[src/inc/sagc_pkg.sv]
// Package of register map, field layout and reset values for the config slice
package sagc_pkg;
  localparam int          ADDR_W          = 8;
  localparam int          DATA_W          = 8;
  localparam int          TH_W            = 16;
  localparam int          PERS_W          = 4;
  // Register offsets
  localparam logic [7:0]  ADDR_LOW_LIM_B0 = 8'h84;
  localparam logic [7:0]  ADDR_LOW_LIM_B1 = 8'h85;
  localparam logic [7:0]  ADDR_HI_LIM_B0  = 8'h86;
  localparam logic [7:0]  ADDR_HI_LIM_B1  = 8'h87;
  localparam logic [7:0]  ADDR_AUX_ID     = 8'h90;
  localparam logic [7:0]  ADDR_REVISION_CODE     = 8'h91;
  localparam logic [7:0]  ADDR_PART_ID    = 8'h92;
  localparam logic [7:0]  ADDR_FIFO_AGC   = 8'hb1;
  localparam logic [7:0]  ADDR_GAIN_CEIL  = 8'hcf;
  // Field positions
  localparam int          FLK_CEIL_LSB    = 4;
  localparam int          SPC_CEIL_LSB    = 0;
  localparam int          FIFO_SEL_LSB    = 6;
  localparam int          FLK_AGC_BIT     = 3;
  localparam int          SPC_AGC_BIT     = 2;
  localparam int          PART_ID_LSB     = 2;
  // Reset values and limits
  localparam logic [3:0]  CEIL_RST        = 4'h9;
  localparam logic [3:0]  CEIL_MAX        = 4'ha;
  localparam logic [1:0]  FIFO_SEL_RST    = 2'h2;
  localparam logic        FLK_AGC_RST     = 1'b1;
  localparam logic        SPC_AGC_RST     = 1'b0;
  localparam logic [7:0]  LIM_BYTE_RST    = 8'h00;
  // Identification codes, arbitrary values
  localparam logic [3:0]  AUX_CODE        = 4'h5;
  localparam logic [2:0]  REV_CODE        = 3'h3;
  localparam logic [5:0]  PART_CODE       = 6'h2a;
  // FIFO level encodings
  localparam logic [4:0]  FIFO_LVL_0      = 5'h01;
  localparam logic [4:0]  FIFO_LVL_1      = 5'h04;
  localparam logic [4:0]  FIFO_LVL_2      = 5'h08;
  localparam logic [4:0]  FIFO_LVL_3      = 5'h10;
endpackage

[src/design/sagc_limit_pair.sv]
// One 16-bit threshold with low byte holding latch and atomic update
`timescale 1ns/1ps
module sagc_limit_pair
(
  input  wire logic        mclk,
  input  wire logic        sys_rst,
  input  wire logic        wr_lo,
  input  wire logic        wr_hi,
  input  wire logic [7:0]  wdata,
  output logic      [7:0]  hold_r,
  output logic      [15:0] active_r
);
  logic [7:0]  hold_nxt;
  logic [15:0] active_nxt;

  always_comb
  begin
    hold_nxt   = hold_r;
    active_nxt = active_r;
    if (wr_lo)
    begin
      hold_nxt = wdata;
    end
    if (wr_hi)
    begin
      active_nxt = {wdata, hold_r};
    end
  end

  always_ff @(posedge mclk or posedge sys_rst)
  begin
    if (sys_rst)
    begin
      hold_r   <= sagc_pkg::LIM_BYTE_RST;
      active_r <= {sagc_pkg::LIM_BYTE_RST, sagc_pkg::LIM_BYTE_RST};
    end
    else
    begin
      hold_r   <= hold_nxt;
      active_r <= active_nxt;
    end
  end
endmodule

[src/design/sagc_config_regs.sv]
// Gain ceiling, FIFO level, AGC enable, identification and threshold registers
//
// Functional notes
// Upper nibble of gain ceiling caps flicker gain at 2^n, reset 9, range 0-10.
// Lower nibble caps spectral gain at 2^n, reset 9, range 0-10.
// Two-bit FIFO select picks level 1/4/8/16, reset 2.
// Flicker AGC enable bit, reset one.
// Spectral AGC enable bit, reset zero.
// Auxiliary, revision and part codes are read only.
// Low and high 16-bit thresholds compared to channel zero each measurement.
// Result outside window for persistence count with enable sets interrupt.
// Threshold bytes at 0x84, 0x85, 0x86, 0x87 reset zero, pairs form 16 bits.
// Low byte write goes to an 8-bit holding latch.
// High byte write updates both active bytes at once.
// Host must follow a low byte write with the high byte.
// Host should write both bytes in one bus transaction; wr_pair in the host model issues two separate byte writes.
// Result above high threshold with persistence reached raises interrupt.
// Host keeps ceiling fields at ten or below; device clamps.
`timescale 1ns/1ps
module sagc_config_regs
#(
  parameter int PERS_W = sagc_pkg::PERS_W
)
(
  input  wire logic              mclk,
  input  wire logic              sys_rst,
  input  wire logic              reg_wr,
  input  wire logic              reg_rd,
  input  wire logic [7:0]        reg_addr,
  input  wire logic [7:0]        reg_wdata,
  output logic      [7:0]        reg_rdata,
  input  wire logic              meas_done,
  input  wire logic [15:0]       channel_zero_result,
  input  wire logic              spectral_irq_enable,
  input  wire logic [PERS_W-1:0] spectral_persistence_count,
  input  wire logic              irq_clear,
  output logic                   spectral_irq,
  output logic      [3:0]        flicker_gain_ceiling,
  output logic      [3:0]        spectral_gain_ceiling,
  output logic      [4:0]        fifo_irq_level,
  output logic                   flicker_autogain_enable,
  output logic                   spectral_autogain_enable,
  output logic      [15:0]       low_limit,
  output logic      [15:0]       high_limit
);
  initial
  begin
    if (PERS_W < 1 || PERS_W > 8)
      $error("PERS_W out of range");
  end

  // ****************************************************
  // Register writes
  // ****************************************************
  logic [3:0]        flk_ceil_r, flk_ceil_nxt;
  logic [3:0]        spc_ceil_r, spc_ceil_nxt;
  logic [1:0]        fifo_sel_r, fifo_sel_nxt;
  logic              flk_agc_r,  flk_agc_nxt;
  logic              spc_agc_r,  spc_agc_nxt;
  logic [4:0]        fifo_lvl_r, fifo_lvl_nxt;
  logic [7:0]        rdata_r,    rdata_nxt;
  logic [7:0]        lo_hold;
  logic [7:0]        hi_hold;
  logic [15:0]       lo_act;
  logic [15:0]       hi_act;
  logic [PERS_W-1:0] pers_r,     pers_nxt;
  logic              irq_r,      irq_nxt;

  function automatic logic [3:0] clamp_ceil(input logic [3:0] v);
    clamp_ceil = (v > sagc_pkg::CEIL_MAX) ? sagc_pkg::CEIL_MAX : v;
  endfunction

  sagc_limit_pair u_low
  (
    .mclk     (mclk),
    .sys_rst  (sys_rst),
    .wr_lo    (reg_wr && reg_addr == sagc_pkg::ADDR_LOW_LIM_B0),
    .wr_hi    (reg_wr && reg_addr == sagc_pkg::ADDR_LOW_LIM_B1),
    .wdata    (reg_wdata),
    .hold_r   (lo_hold),
    .active_r (lo_act)
  );

  sagc_limit_pair u_high
  (
    .mclk     (mclk),
    .sys_rst  (sys_rst),
    .wr_lo    (reg_wr && reg_addr == sagc_pkg::ADDR_HI_LIM_B0),
    .wr_hi    (reg_wr && reg_addr == sagc_pkg::ADDR_HI_LIM_B1),
    .wdata    (reg_wdata),
    .hold_r   (hi_hold),
    .active_r (hi_act)
  );

  always_comb
  begin
    flk_ceil_nxt = flk_ceil_r;
    spc_ceil_nxt = spc_ceil_r;
    fifo_sel_nxt = fifo_sel_r;
    flk_agc_nxt  = flk_agc_r;
    spc_agc_nxt  = spc_agc_r;
    if (reg_wr)
    begin
      unique case (reg_addr)
        sagc_pkg::ADDR_GAIN_CEIL:
        begin
          flk_ceil_nxt = clamp_ceil(reg_wdata[7:4]);   // see
          spc_ceil_nxt = clamp_ceil(reg_wdata[3:0]);
        end
        sagc_pkg::ADDR_FIFO_AGC:
        begin
          fifo_sel_nxt = reg_wdata[7:6];
          flk_agc_nxt  = reg_wdata[sagc_pkg::FLK_AGC_BIT];
          spc_agc_nxt  = reg_wdata[sagc_pkg::SPC_AGC_BIT];
        end
        default:
        begin
          // Identification and unmapped writes ignored, see
        end
      endcase
    end
    unique case (fifo_sel_nxt)
      2'h0:    fifo_lvl_nxt = sagc_pkg::FIFO_LVL_0;
      2'h1:    fifo_lvl_nxt = sagc_pkg::FIFO_LVL_1;
      2'h2:    fifo_lvl_nxt = sagc_pkg::FIFO_LVL_2;
      2'h3:    fifo_lvl_nxt = sagc_pkg::FIFO_LVL_3;
    endcase
  end

  // ****************************************************
  // Read data
  // ****************************************************
  always_comb
  begin
    rdata_nxt = rdata_r;
    if (reg_rd)
    begin
      unique case (reg_addr)
        sagc_pkg::ADDR_LOW_LIM_B0: rdata_nxt = lo_act[7:0];
        sagc_pkg::ADDR_LOW_LIM_B1: rdata_nxt = lo_act[15:8];
        sagc_pkg::ADDR_HI_LIM_B0:  rdata_nxt = hi_act[7:0];
        sagc_pkg::ADDR_HI_LIM_B1:  rdata_nxt = hi_act[15:8];
        sagc_pkg::ADDR_AUX_ID:     rdata_nxt = {4'h0, sagc_pkg::AUX_CODE};
        sagc_pkg::ADDR_REVISION_CODE:     rdata_nxt = {5'h00, sagc_pkg::REV_CODE};
        sagc_pkg::ADDR_PART_ID:    rdata_nxt = {sagc_pkg::PART_CODE, 2'h0};
        sagc_pkg::ADDR_FIFO_AGC:   rdata_nxt = {fifo_sel_r, 2'h0, flk_agc_r,
                                               spc_agc_r, 2'h0};
        sagc_pkg::ADDR_GAIN_CEIL:  rdata_nxt = {flk_ceil_r, spc_ceil_r};
        default:                   rdata_nxt = 8'h00;
      endcase
    end
  end

  // ****************************************************
  // Threshold compare and persistence
  // ****************************************************
  always_comb
  begin
    logic outside;
    outside  = 1'b0;
    pers_nxt = pers_r;
    irq_nxt  = irq_r;
    if (meas_done)
    begin
      outside = (channel_zero_result < lo_act) ||
                (channel_zero_result > hi_act);
      if (!outside)
        pers_nxt = '0;
      else if (pers_r != {PERS_W{1'b1}})
        pers_nxt = pers_r + 1'b1;
      if (outside && spectral_irq_enable &&
          (pers_nxt >= spectral_persistence_count))
        irq_nxt = 1'b1;                                // see
    end
    if (irq_clear && !irq_nxt)
      irq_nxt = 1'b0;
    else if (irq_clear && irq_r && !(meas_done && outside &&
             spectral_irq_enable &&
             pers_nxt >= spectral_persistence_count))
      irq_nxt = 1'b0;
  end

  always_ff @(posedge mclk or posedge sys_rst)
  begin
    if (sys_rst)
    begin
      flk_ceil_r <= sagc_pkg::CEIL_RST;
      spc_ceil_r <= sagc_pkg::CEIL_RST;
      fifo_sel_r <= sagc_pkg::FIFO_SEL_RST;
      flk_agc_r  <= sagc_pkg::FLK_AGC_RST;
      spc_agc_r  <= sagc_pkg::SPC_AGC_RST;
      fifo_lvl_r <= sagc_pkg::FIFO_LVL_2;
      rdata_r    <= 8'h00;
      pers_r     <= '0;
      irq_r      <= 1'b0;
    end
    else
    begin
      flk_ceil_r <= flk_ceil_nxt;
      spc_ceil_r <= spc_ceil_nxt;
      fifo_sel_r <= fifo_sel_nxt;
      flk_agc_r  <= flk_agc_nxt;
      spc_agc_r  <= spc_agc_nxt;
      fifo_lvl_r <= fifo_lvl_nxt;
      rdata_r    <= rdata_nxt;
      pers_r     <= pers_nxt;
      irq_r      <= irq_nxt;
    end
  end

  assign reg_rdata                = rdata_r;
  assign spectral_irq             = irq_r;
  assign flicker_gain_ceiling     = flk_ceil_r;
  assign spectral_gain_ceiling    = spc_ceil_r;
  assign fifo_irq_level           = fifo_lvl_r;
  assign flicker_autogain_enable  = flk_agc_r;
  assign spectral_autogain_enable = spc_agc_r;
  assign low_limit                = lo_act;
  assign high_limit               = hi_act;
endmodule

[config.mk]
export PLATFORM = sky130hd
export DESIGN_NAME = sagc_config_regs
export DESIGN_NICKNAME = d
export VERILOG_FILES = /design/src/inc/sagc_pkg.sv /design/src/design/sagc_limit_pair.sv /design/src/design/sagc_config_regs.sv
export SDC_FILE = /design/constraint.sdc
export NUM_CORES = 1
export LEC_CHECK = 0
export BUFFER_PORTS_ARGS = -buffer_cell sky130_fd_sc_hd__buf_2
export CAP_MARGIN = 15
export CORE_ASPECT_RATIO = 1.1
export CORE_MARGIN = 8
export CORE_UTILIZATION = 40
export DETAILED_ROUTE_END_ITERATION = 7
export HOLD_SLACK_MARGIN = 0.15
export PLACE_DENSITY = 0.73
export SLEW_MARGIN = 20
export SYNTH_ARGS = -nofsm -noshare
export SYNTH_HDL_FRONTEND = slang
export SYNTH_HIERARCHICAL = 1
export SYNTH_SLANG_ARGS = --single-unit
[constraint.sdc]
create_clock -name mclk -period 4 [get_ports mclk]
set_input_delay 0.4 -clock mclk [delete_from_list [all_inputs] [get_ports mclk]]
set_output_delay 0.4 -clock mclk [all_outputs]
set_load 0.01 [all_outputs]
Word-level counts from Yosys, hierarchy flattened
Index checks and enable logic that the tools add are counted.

storage, ports and cells
  output and inout bits = 56
  flip-flop bits (word level) = 78
  bits of input ports = 43

operators by class
  magnitude comparators = 6
  add/subtract/negate cells = 1
  eq/ne operators = 13
  reductions and logical operators = 18
  multiplexer cells = 15

operator list
  cell                 count
  $eq 8x8->1 const B   9
  $pmux 8 s9           1
  $mux 4               6
  $pmux 5 s4           1
  $gt 16x16->1         1
  $lt 16x16->1         1
  $logic_and 1x1->1    12
  $ge 4x4->1           2
  $gt 4x4->1 const B   2
  $mux 1               5
  $add 4x1->4 const B  1
  $eq 2x2->1 const B   2
  $mux 2               2
  $ne 4x4->1 const B   1
  $reduce_and 2->1     2
  $eq 2x1->1 const B   1
  $logic_not 1->1      2
  $logic_not 2->1      1
  $logic_or 1x1->1     1

Depth between registers and ports, before layout
Gate-level depths: netlist of run 1.

  word-level depth = 11
  mapped depth = 15

Modules after synthesis
The synthesis of run 1 kept the hierarchy.

by module, submodules not included
  module            cells an instance  instances  area an instance (sq um)
  sagc_config_regs  303                1          2740.1
  sagc_limit_pair   52                 2          948.4

Least setup slack after synthesis of run 1
OpenSTA, ideal clock, no wires.

  path kind = register to register
  start point = register u_low.active_r[13]
  end point = register irq_r, in the netlist spectral_irq
  stages on the path, launching flop included = 15
  required time = 3.873 ns
  library setup time = 0.127 ns
  data arrival time = 2.726 ns
  setup slack = 1.146 ns
  cells stage by stage = dfrtp_1 -> inv_1 -> ha_1 -> a21o_1 -> a21o_1 -> a221o_1 -> a21oi_4 -> o21ai_0 -> ha_1 -> nand2b_1 -> a21o_1 -> a21oi_1 -> nor2b_1 -> o31ai_1 -> o41ai_2

on the way
  word-level cells in the longest chain between the ends = 11
  elaborated cells on any way between the ends = 21
  those cells by class = order compare: 3; mux: 8; reduce/logical: 10

RTL lines
  item                                                         RTL line                                          source
  from (decl)                                                  sagc_limit_pair.sv:11                             output logic [15:0] active_r
  from (signal assigned)                                       sagc_limit_pair.sv:35                             active_r <= {sagc_pkg::LIM_BYTE_RST, sagc_pkg::LIM_BYTE_RST};
  from (signal assigned)                                       sagc_limit_pair.sv:40                             active_r <= active_nxt;
  $lt 16x16->1 (*)                                             sagc_config_regs.sv:165                           outside = (channel_zero_result < lo_act) ||
  $logic_or 1x1->1 (*)                                         sagc_config_regs.sv:165
  $mux 4                                                       sagc_config_regs.sv:167                           if (!outside)
  $mux 4                                                       sagc_config_regs.sv:163                           if (meas_done)
  $mux 4 / $ge 4x4->1 (equally long branches)                  sagc_config_regs.sv:163, sagc_config_regs.sv:172
  $ge 4x4->1 / $logic_and 1x1->1 (equally long branches)       sagc_config_regs.sv:179, sagc_config_regs.sv:171
  $logic_and 1x1->1 / $mux 1 (equally long branches)           sagc_config_regs.sv:178, sagc_config_regs.sv:171
  $logic_not 1->1 / $mux 1 (equally long branches)             sagc_config_regs.sv:177, sagc_config_regs.sv:163
  $logic_and 1x1->1 / $logic_not 1->1 (equally long branches)  sagc_config_regs.sv:177, sagc_config_regs.sv:175
  $mux 1 / $logic_and 1x1->1 (equally long branches)           sagc_config_regs.sv:177, sagc_config_regs.sv:175
  $mux 1 (*)                                                   sagc_config_regs.sv:175                           if (irq_clear && !irq_nxt)
  net irq_nxt                                                  sagc_config_regs.sv:67                            logic irq_r, irq_nxt;
  to (signal assigned)                                         sagc_config_regs.sv:207                           irq_r <= irq_nxt;
  to (decl)                                                    sagc_config_regs.sv:67

The timed path passes the listed nets; every way through them passes the cells marked *. The select of a mux whose other input is x is not followed.
A chain may end at the register's enable or synchronous reset.

Final worst setup path of run 1
  start point = register u_high.active_r[7]
  end point = register irq_r, in the netlist spectral_irq

on the way
  word-level cells in the longest chain between the ends = 11
  elaborated cells on any way between the ends = 21
  those cells by class = order compare: 3; mux: 8; reduce/logical: 10

RTL lines
  item                                                         RTL line                                          source
  from (decl)                                                  sagc_limit_pair.sv:11
  from (signal assigned)                                       sagc_limit_pair.sv:35
  from (signal assigned)                                       sagc_limit_pair.sv:40
  $gt 16x16->1 (*)                                             sagc_config_regs.sv:166                           (channel_zero_result > hi_act);
  $logic_or 1x1->1 (*)                                         sagc_config_regs.sv:165
  $mux 4                                                       sagc_config_regs.sv:167
  $mux 4                                                       sagc_config_regs.sv:163
  $mux 4 / $ge 4x4->1 (equally long branches)                  sagc_config_regs.sv:163, sagc_config_regs.sv:172
  $ge 4x4->1 / $logic_and 1x1->1 (equally long branches)       sagc_config_regs.sv:179, sagc_config_regs.sv:171
  $logic_and 1x1->1 / $mux 1 (equally long branches)           sagc_config_regs.sv:178, sagc_config_regs.sv:171
  $logic_not 1->1 / $mux 1 (equally long branches)             sagc_config_regs.sv:177, sagc_config_regs.sv:163
  $logic_and 1x1->1 / $logic_not 1->1 (equally long branches)  sagc_config_regs.sv:177, sagc_config_regs.sv:175
  $mux 1 / $logic_and 1x1->1 (equally long branches)           sagc_config_regs.sv:177, sagc_config_regs.sv:175
  $mux 1 (*)                                                   sagc_config_regs.sv:175
  net irq_nxt                                                  sagc_config_regs.sv:67

Marks and branches as above.

==> results of run 1 <==
[what timing repair did]
| action | 4_1_cts | 5_1_grt |
|---|---|---|
| hold buffers | 1 | 0 |
| resized for setup | 0 | 0 |
| endpoints found under the hold margin | 5 | 0 |
[cells in the mapped netlist (all sizes together) (7+ instances only)]
cell	number
nand3	9
o22ai	8
nand2b	8
mux2	53
buf	14
nor2	13
inv	50
ha	40
o21ai	17
nand4	7
nor3	7
dfrtp	70
dfstp	7
a21oi	22
nand2	26
[through the flow]
| step | total power (uW) | instance area, sq um | util [%] | hold WS, ns | instances |
|---|---|---|---|---|---|
| floorplan | 1120 | 4640 | - | 0.415 | 407 |
| global placement | 1230 | 5220 | 45.8 | 0.375 | 643 |
| detailed placement | 1250 | 5220 | 45.8 | 0.377 | 643 |
| CTS | 2020 | 5510 | 48.4 | 0.337 | 660 |
| global route | 2100 | 5510 | 48.4 | 0.354 | 660 |
| finish | 2000 | 5510 | 48.4 | 0.334 | 660 |
[cell families (layout without fill, tap and decap cells)]
group / after synthesis / after routing / share of synthesized area, %
AO/OA/AOI/OAI: 79 / 79 / 12.5
AND/OR/NAND/NOR: 84 / 84 / 10.5
other: 1 / 1 / 0.0809
XOR/XNOR: 1 / 1 / 0.189
flip-flops: 77 / 77 / 41.7
multiplexers: 60 / 60 / 17.5
buffers and inverters: 65 / 168 / 6.69
adder cells (fa/ha/maj): 40 / 40 / 10.8
[power by group]
| group | internal [uW] | switching, uW | total (uW) |
|---|---|---|---|
| clock | 428 | 340 | 768 |
| sequential | 825 | 52.5 | 877 |
| combinational | 163 | 192 | 354 |
[critical path: stages (launching register included)]
cell      delay (ns)
dfrtp_1         0.41
inv_1           0.10
ha_1            0.31
a21oi_1         0.14
o21ai_0         0.10
a221oi_1        0.45
a31oi_4         0.15
nor2_4          0.21
a21o_1          0.15
ha_1            0.21
nand2b_1        0.14
a21oi_1         0.15
nor2b_1         0.06
o21ai_0         0.13
and3b_1         0.19
o41ai_2         0.06
[per-layer routing]
metal,vias up,routed length [um],global-route usage [%]
met4,0,256,5.21
li1,1663,-,-
met5,-,0,0
met1,1731,5000,18.7
met2,95,6320,28.8
met3,20,823,4.60
[layout make-up]
cell class / count / area (sq um)
clock buffers: 9 / 225
clock inverters: 7 / 57.6
fillers: 1061 / 5880
inverters: 50 / 188
multi-input cells: 265 / 2390
flip-flops and latches: 77 / 1940
well taps: 150 / 188
repair buffers: 102 / 526
[flip-flops by register name, summed over array words and instances (netlist names), 2 cells and up]
signal / cells
u_high/active_r: 16
fifo_sel_r: 2
flicker_gain_ceiling: 4
spectral_gain_ceiling: 4
u_low/hold_r: 8
reg_rdata: 8
pers_r: 4
u_high/hold_r: 8
u_low/active_r: 16
fifo_irq_level: 4
[worst max path at each step]
stage                                  from      endpoint  slack [ns]  depth (start not counted)
floorplan                u_low/active_r[13]  spectral_irq        1.15                         14
global placement    channel_zero_result[13]  spectral_irq        0.96                         14
detailed placement  channel_zero_result[13]  spectral_irq        0.90                         15
CTS                      u_high/active_r[7]  spectral_irq        0.92                         15
global route             u_high/active_r[7]  spectral_irq        0.60                         15
finish                   u_high/active_r[7]  spectral_irq        0.91                         15
==> results.md, run 1 <==
* # nets final at 588
* Max-slew violations at 0
* YS warnings at 6
* Final Hold Viols at 0
* GPL Wtd Cong at 0.884
* Post-DP HPWL at 9.89 mm
* Dpl ws at 0.897 ns
* Setup CP Type: flop to flop
* Post-synth EDFFs at 0
* Setup tns final at 0 ns
* Rel. slew slack at 35.5%
* Setup Skew at 0.00762 ns
* Synth Flop Type: dfrtp_1
* Chip width at 119 um
* Final critical-path required period at 3.09 ns
* Tightest Hold Check Type: primary input to flop
* Hold Path End: spectral_gain_ceiling[0]
* P_leak at 0.00272 uW
* Outcome: finished, final reports clean
* Mapped Nets at 490
* Synth Area per Inst at 11.4 sq um
* Reg2reg end: spectral_irq
* Synth top area share at 37.8%
* CTS tree: yes
* Hold depth at 3
* Async set-reset flop share out of synthesis at 100%
* DRC at 0
* Die Y at 129 um
* Req. time, crit path at 4.21 ns
* Setup bufs post-CTS at 0
* CTS max path bufs at 2
* First-pass GRT wire length at 19.7 mm
* Clock Latency Late Sink at 0.34 ns
* Ant. Diodes at 0
* Most frequent cells in the layout: buf_2, dfrtp_1, inv_1
* Top cells by area, synth: dfrtp_1, ha_1, mux2_2
* Total clock sinks at 77
* Pwr per Cell Area at 363 nW/um^2
* Die area at 15,300 sq um
* Worst-path clk slew at 0.06 ns
* Final period utilization at 77.2%
* Root Buffer: clkbuf_16
* Routed vias at 3,509
* Row cnt at 41
* Worst vdd ir at 0.000175 V
* Share of cells above drive strength 1 at 39.8%
* Io pins at 99
* Core ar. at 11,400 sq um
* R2r setup slk at 0.91 ns
* H-tree depth at 3
* Cells after Synth at 407
* DR iter-0 viols at 208
* Critical Path Start Type: flop
* Seq/Total Area, Yosys at 41.7%
* Actual slew at the worst max-slew pin at 0.967 ns
* Yosys top cell by area: dfrtp_1
* Setup WS post-layout at 0.913 ns
* ANT nets after route at 0
* Pin count of the biggest net entering global routing at 25
* Crit end category: flop
* Cell variety after synth at 65
* Layout area overhead at 18.8%
* Synth Cell Area at 4640 sq um
* Max Cap Viol at 0
* Critical path arrival at 3.30 ns
* Num CTS Buffers at 9
* Most common cell after layout, fill and taps aside: buf_2
* FMAX at 0.324 GHz
* Starting Density at 40.7%
* GRT overflow at 0
* Reg-to-Reg Start: u_high/active_r[7]
* Final WL at 12.4 mm
* RSZ-0062 raised after global routing: false
* Avg WL per Cell at 18.8 um
* Vias in the first global route at 3,752
* Hold Crit Start: reg_wdata[0]
* PortBufs at 97
* Drt pass-1 iters at 4
* GRT Overall Usage at 16.3%
* Vias per inst at 5.32
* Yosys reg bits at 77
* Final setup viols at 0
* CP max FO at 8
* Initial antenna violation count at 0
* R2r worst-path depth at 15
Note: power is estimated with default switching activity, not from simulation.
==> run 2, diff against run 1 <==
==> constraint.sdc (replaced) <==
create_clock -name mclk -period 2.9 [get_ports mclk]
set_input_delay 0.29 -clock mclk [delete_from_list [all_inputs] [get_ports mclk]]
set_output_delay 0.29 -clock mclk [all_outputs]
set_load 0.01 [all_outputs]
==> results.md, run 2 (synthesized netlist as in run 1, its figures left out) <==
* Worst-path clk slew at 0.06 ns (about the same)
* Die Y at 129 um (unchanged)
* FMAX at 0.343 GHz (+5.8%)
* Num CTS Buffers at 9 (unchanged)
* Crit end category: flop
* Regs by FF count: u_high/active_r x16, u_low/active_r x16
* Final period utilization at 101% (+23 points)
* Core ar. at 11,400 sq um (unchanged)
* Starting Density at 40.7% (unchanged)
* Hold Path End: flicker_gain_ceiling[0]
* Pwr per Cell Area at 494 nW/um^2 (+36%)
* Ant. Diodes at 0 (unchanged)
* Filler Cell Count at 1,011 (-4.7%)
* CP max FO at 6 (-2)
* R2r worst-path depth at 14 (-1)
* P_leak at 0.00293 uW (+7.7%)
* Max Cap Viol at 0 (unchanged)
* First-pass GRT wire length at 20.8 mm (+5.5%)
* Outcome: complete, but fails checks
* Clock Latency Late Sink at 0.34 ns (about the same)
* Row cnt at 41 (unchanged)
* Pin count of the biggest net entering global routing at 25 (unchanged)
* Multi-input gate area at 2470 sq um (+3.5%)
* Layout Cells excl Fill at 695 (+5.3%)
* # nets final at 623 (+6.0%)
* Layout area overhead at 26.7%
* Total clock sinks at 77 (unchanged)
* Register area at 1940 sq um (unchanged)
* Critical path arrival at 3.15 ns (-0.15 ns)
* Tightest Hold Check Type: primary input to flop
* DRC at 0 (unchanged)
* Share of cells above drive strength 1 at 45.5% (+5.7 points)
* Rel. slew slack at 34.4% (-1.1 points)
* Final Hold Viols at 0 (unchanged)
* CP delay by family, top: compound AO/OA/AOI/OAI gates
* GRT Overall Usage at 17.3% (+1.0 points)
* RSZ-0062 raised after global routing: true
* Vias per inst at 5.25 (-1.2%)
* ANT nets after route at 0 (unchanged)
* Avg WL per Cell at 18.9 um (+0.43%)
* CTS max path bufs at 2 (unchanged)
* Setup Skew at 0.00728 ns (-0.000337 ns)
* Slowest-stage cell, CP: a2111o_1
* H-tree depth at 3 (unchanged)
* R2r setup slk at -0.02 ns (-0.93 ns)
* GRT overflow at 0 (unchanged)
* CP Buf/Inv Count at 1 (unchanged)
* Req. time, crit path at 3.13 ns (-1.08 ns)
* Post-DP HPWL at 10.2 mm (+3.3%)
* Final Power at 2900 uW (+45%)
* Max-slew violations at 0 (unchanged)
* Vias in the first global route at 3,955 (+5.4%)
* Ordered list of cells on the worst path: inv_1 > ha_1 > nand4_2 > a2111o_1 > a31oi_4 > nor2_4 > a21o_1 > ha_1 > nand2b_4 > a21oi_2 > nor2b_1 > o21ai_1 > and3b_1 > o41ai_2
* CP most frequent cell: ha_1
* Final critical-path required period at 2.92 ns (-0.170 ns)
* PortBufs at 97 (unchanged)
* Setup CP Type: flop to flop
* DR iter-0 viols at 314 (+51%)
* Final setup viols at 1 (+1)
* Failing checks: setup timing
* Die area at 15,300 sq um (unchanged)
* Reg2reg end: spectral_irq
* Root Buffer: clkbuf_16
* Hold depth at 3 (unchanged)
* Most common cell after layout, fill and taps aside: buf_2
* Final WL at 13.1 mm (+5.8%)
* Worst vdd ir at 0.000294 V (+68%)
* Initial antenna violation count at 0 (unchanged)
* Finished Core Util at 51.6% (+3.2 points)
* GPL Wtd Cong at 0.842 (-4.7%)
* Slowest stage delay, CP at 0.46 ns (about the same)
* Inst Count DP at 677 (+5.3%)
* Hold Crit Start: reg_wdata[4]
* Most frequent cells in the layout: buf_2, dfrtp_1, inv_1
* Setup WS post-layout at -0.0174 ns (-0.930 ns)
* Critical Path Start Type: flop
* CTS tree: yes
* Io pins at 99 (unchanged)
* Crit. Startpoint: u_high/active_r[14]
* Drt pass-1 iters at 5 (+1)
* Actual slew at the worst max-slew pin at 0.983 ns (+0.0157 ns)
* Chip width at 119 um (unchanged)
* Reg-to-Reg Start: u_high/active_r[14]
* Routed vias at 3,652 (+4.1%)
## run 2: changes by cell type in the layout (fill, tap and decap cells not counted), moves of 2 or more
cell / before / now
o21ai_1: 2 / 4
buf_4: 4 / 39
clkinvlp_4: 2 / 0
ha_1: 40 / 37
o21ai_0: 15 / 12
ha_4: 0 / 3
inv_1: 48 / 46
## run 2: worst register-to-register path, cell delays in order (launching register included)
cell and delay [ns]:
dfrtp_1 0.36, inv_1 0.05, ha_1 0.32, nand4_2 0.16
a2111o_1 0.46, a31oi_4 0.24, nor2_4 0.08, a21o_1 0.18
ha_1 0.26, nand2b_4 0.11, a21oi_2 0.05, nor2b_1 0.11
o21ai_1 0.07, and3b_1 0.17, o41ai_2 0.21
## run 2: layout make-up
class,instances,share of cell area [%]
flip-flops and latches,77,33.0
multi-input cells,265,42.1
clock buffers,10,3.90
inverters,50,3.20
clock inverters,6,1.19
repair buffers,137,13.4
well taps,150,3.20
## run 2: through the flow
stage	hold slack (ns)	TNS (ns)	worst slack, ns	instance area [sq um]
6_report	0.216	-0.0174	-0.0174	5870
2_1_floorplan	0.305	0	0.0462	4640
3_5_place_dp	0.279	-0.0949	-0.0949	5470
4_1_cts	0.214	-0.00729	-0.00729	5830
5_1_grt	0.222	-0.155	-0.155	5870
3_3_place_gp	0.279	-0.0394	-0.0394	5470
## run 2: worst max path at each step
stage	cells after the start	to	slack (ns)
2_1_floorplan	14	spectral_irq	0.05
4_1_cts	15	spectral_irq	-0.007
6_report	14	spectral_irq	-0.02
5_1_grt	14	spectral_irq	-0.15
3_3_place_gp	14	spectral_irq	-0.04
3_5_place_dp	15	spectral_irq	-0.09
## run 2: metal layers
| layer | GRT usage (%) | vias to the layer above | part of all wire, % |
|---|---|---|---|
| li1 | - | 1733 | - |
| met1 | 18.6 | 1801 | 39 |
| met2 | 31.0 | 100 | 52 |
| met3 | 5.12 | 18 | 6.8 |
| met4 | 7.89 | 0 | 2.3 |
| met5 | 0 | - | 0 |
## run 2: power by group
group / internal [uW] / total, uW / switching (uW)
clock network: 674 / 1140 / 463
logic: 266 / 564 / 298
registers: 1140 / 1200 / 64.6
total: 2080 / 2900 / 826
## run 2: repair_timing
item | in CTS | in global routing
pin swaps | 1 | 1
buffers inserted | 0 | 1
hold buffers | 1 | 0
endpoints found under the setup margin | 1 | 1
endpoints found under the hold margin | 5 | 0
gates resized for setup | 9 | 6
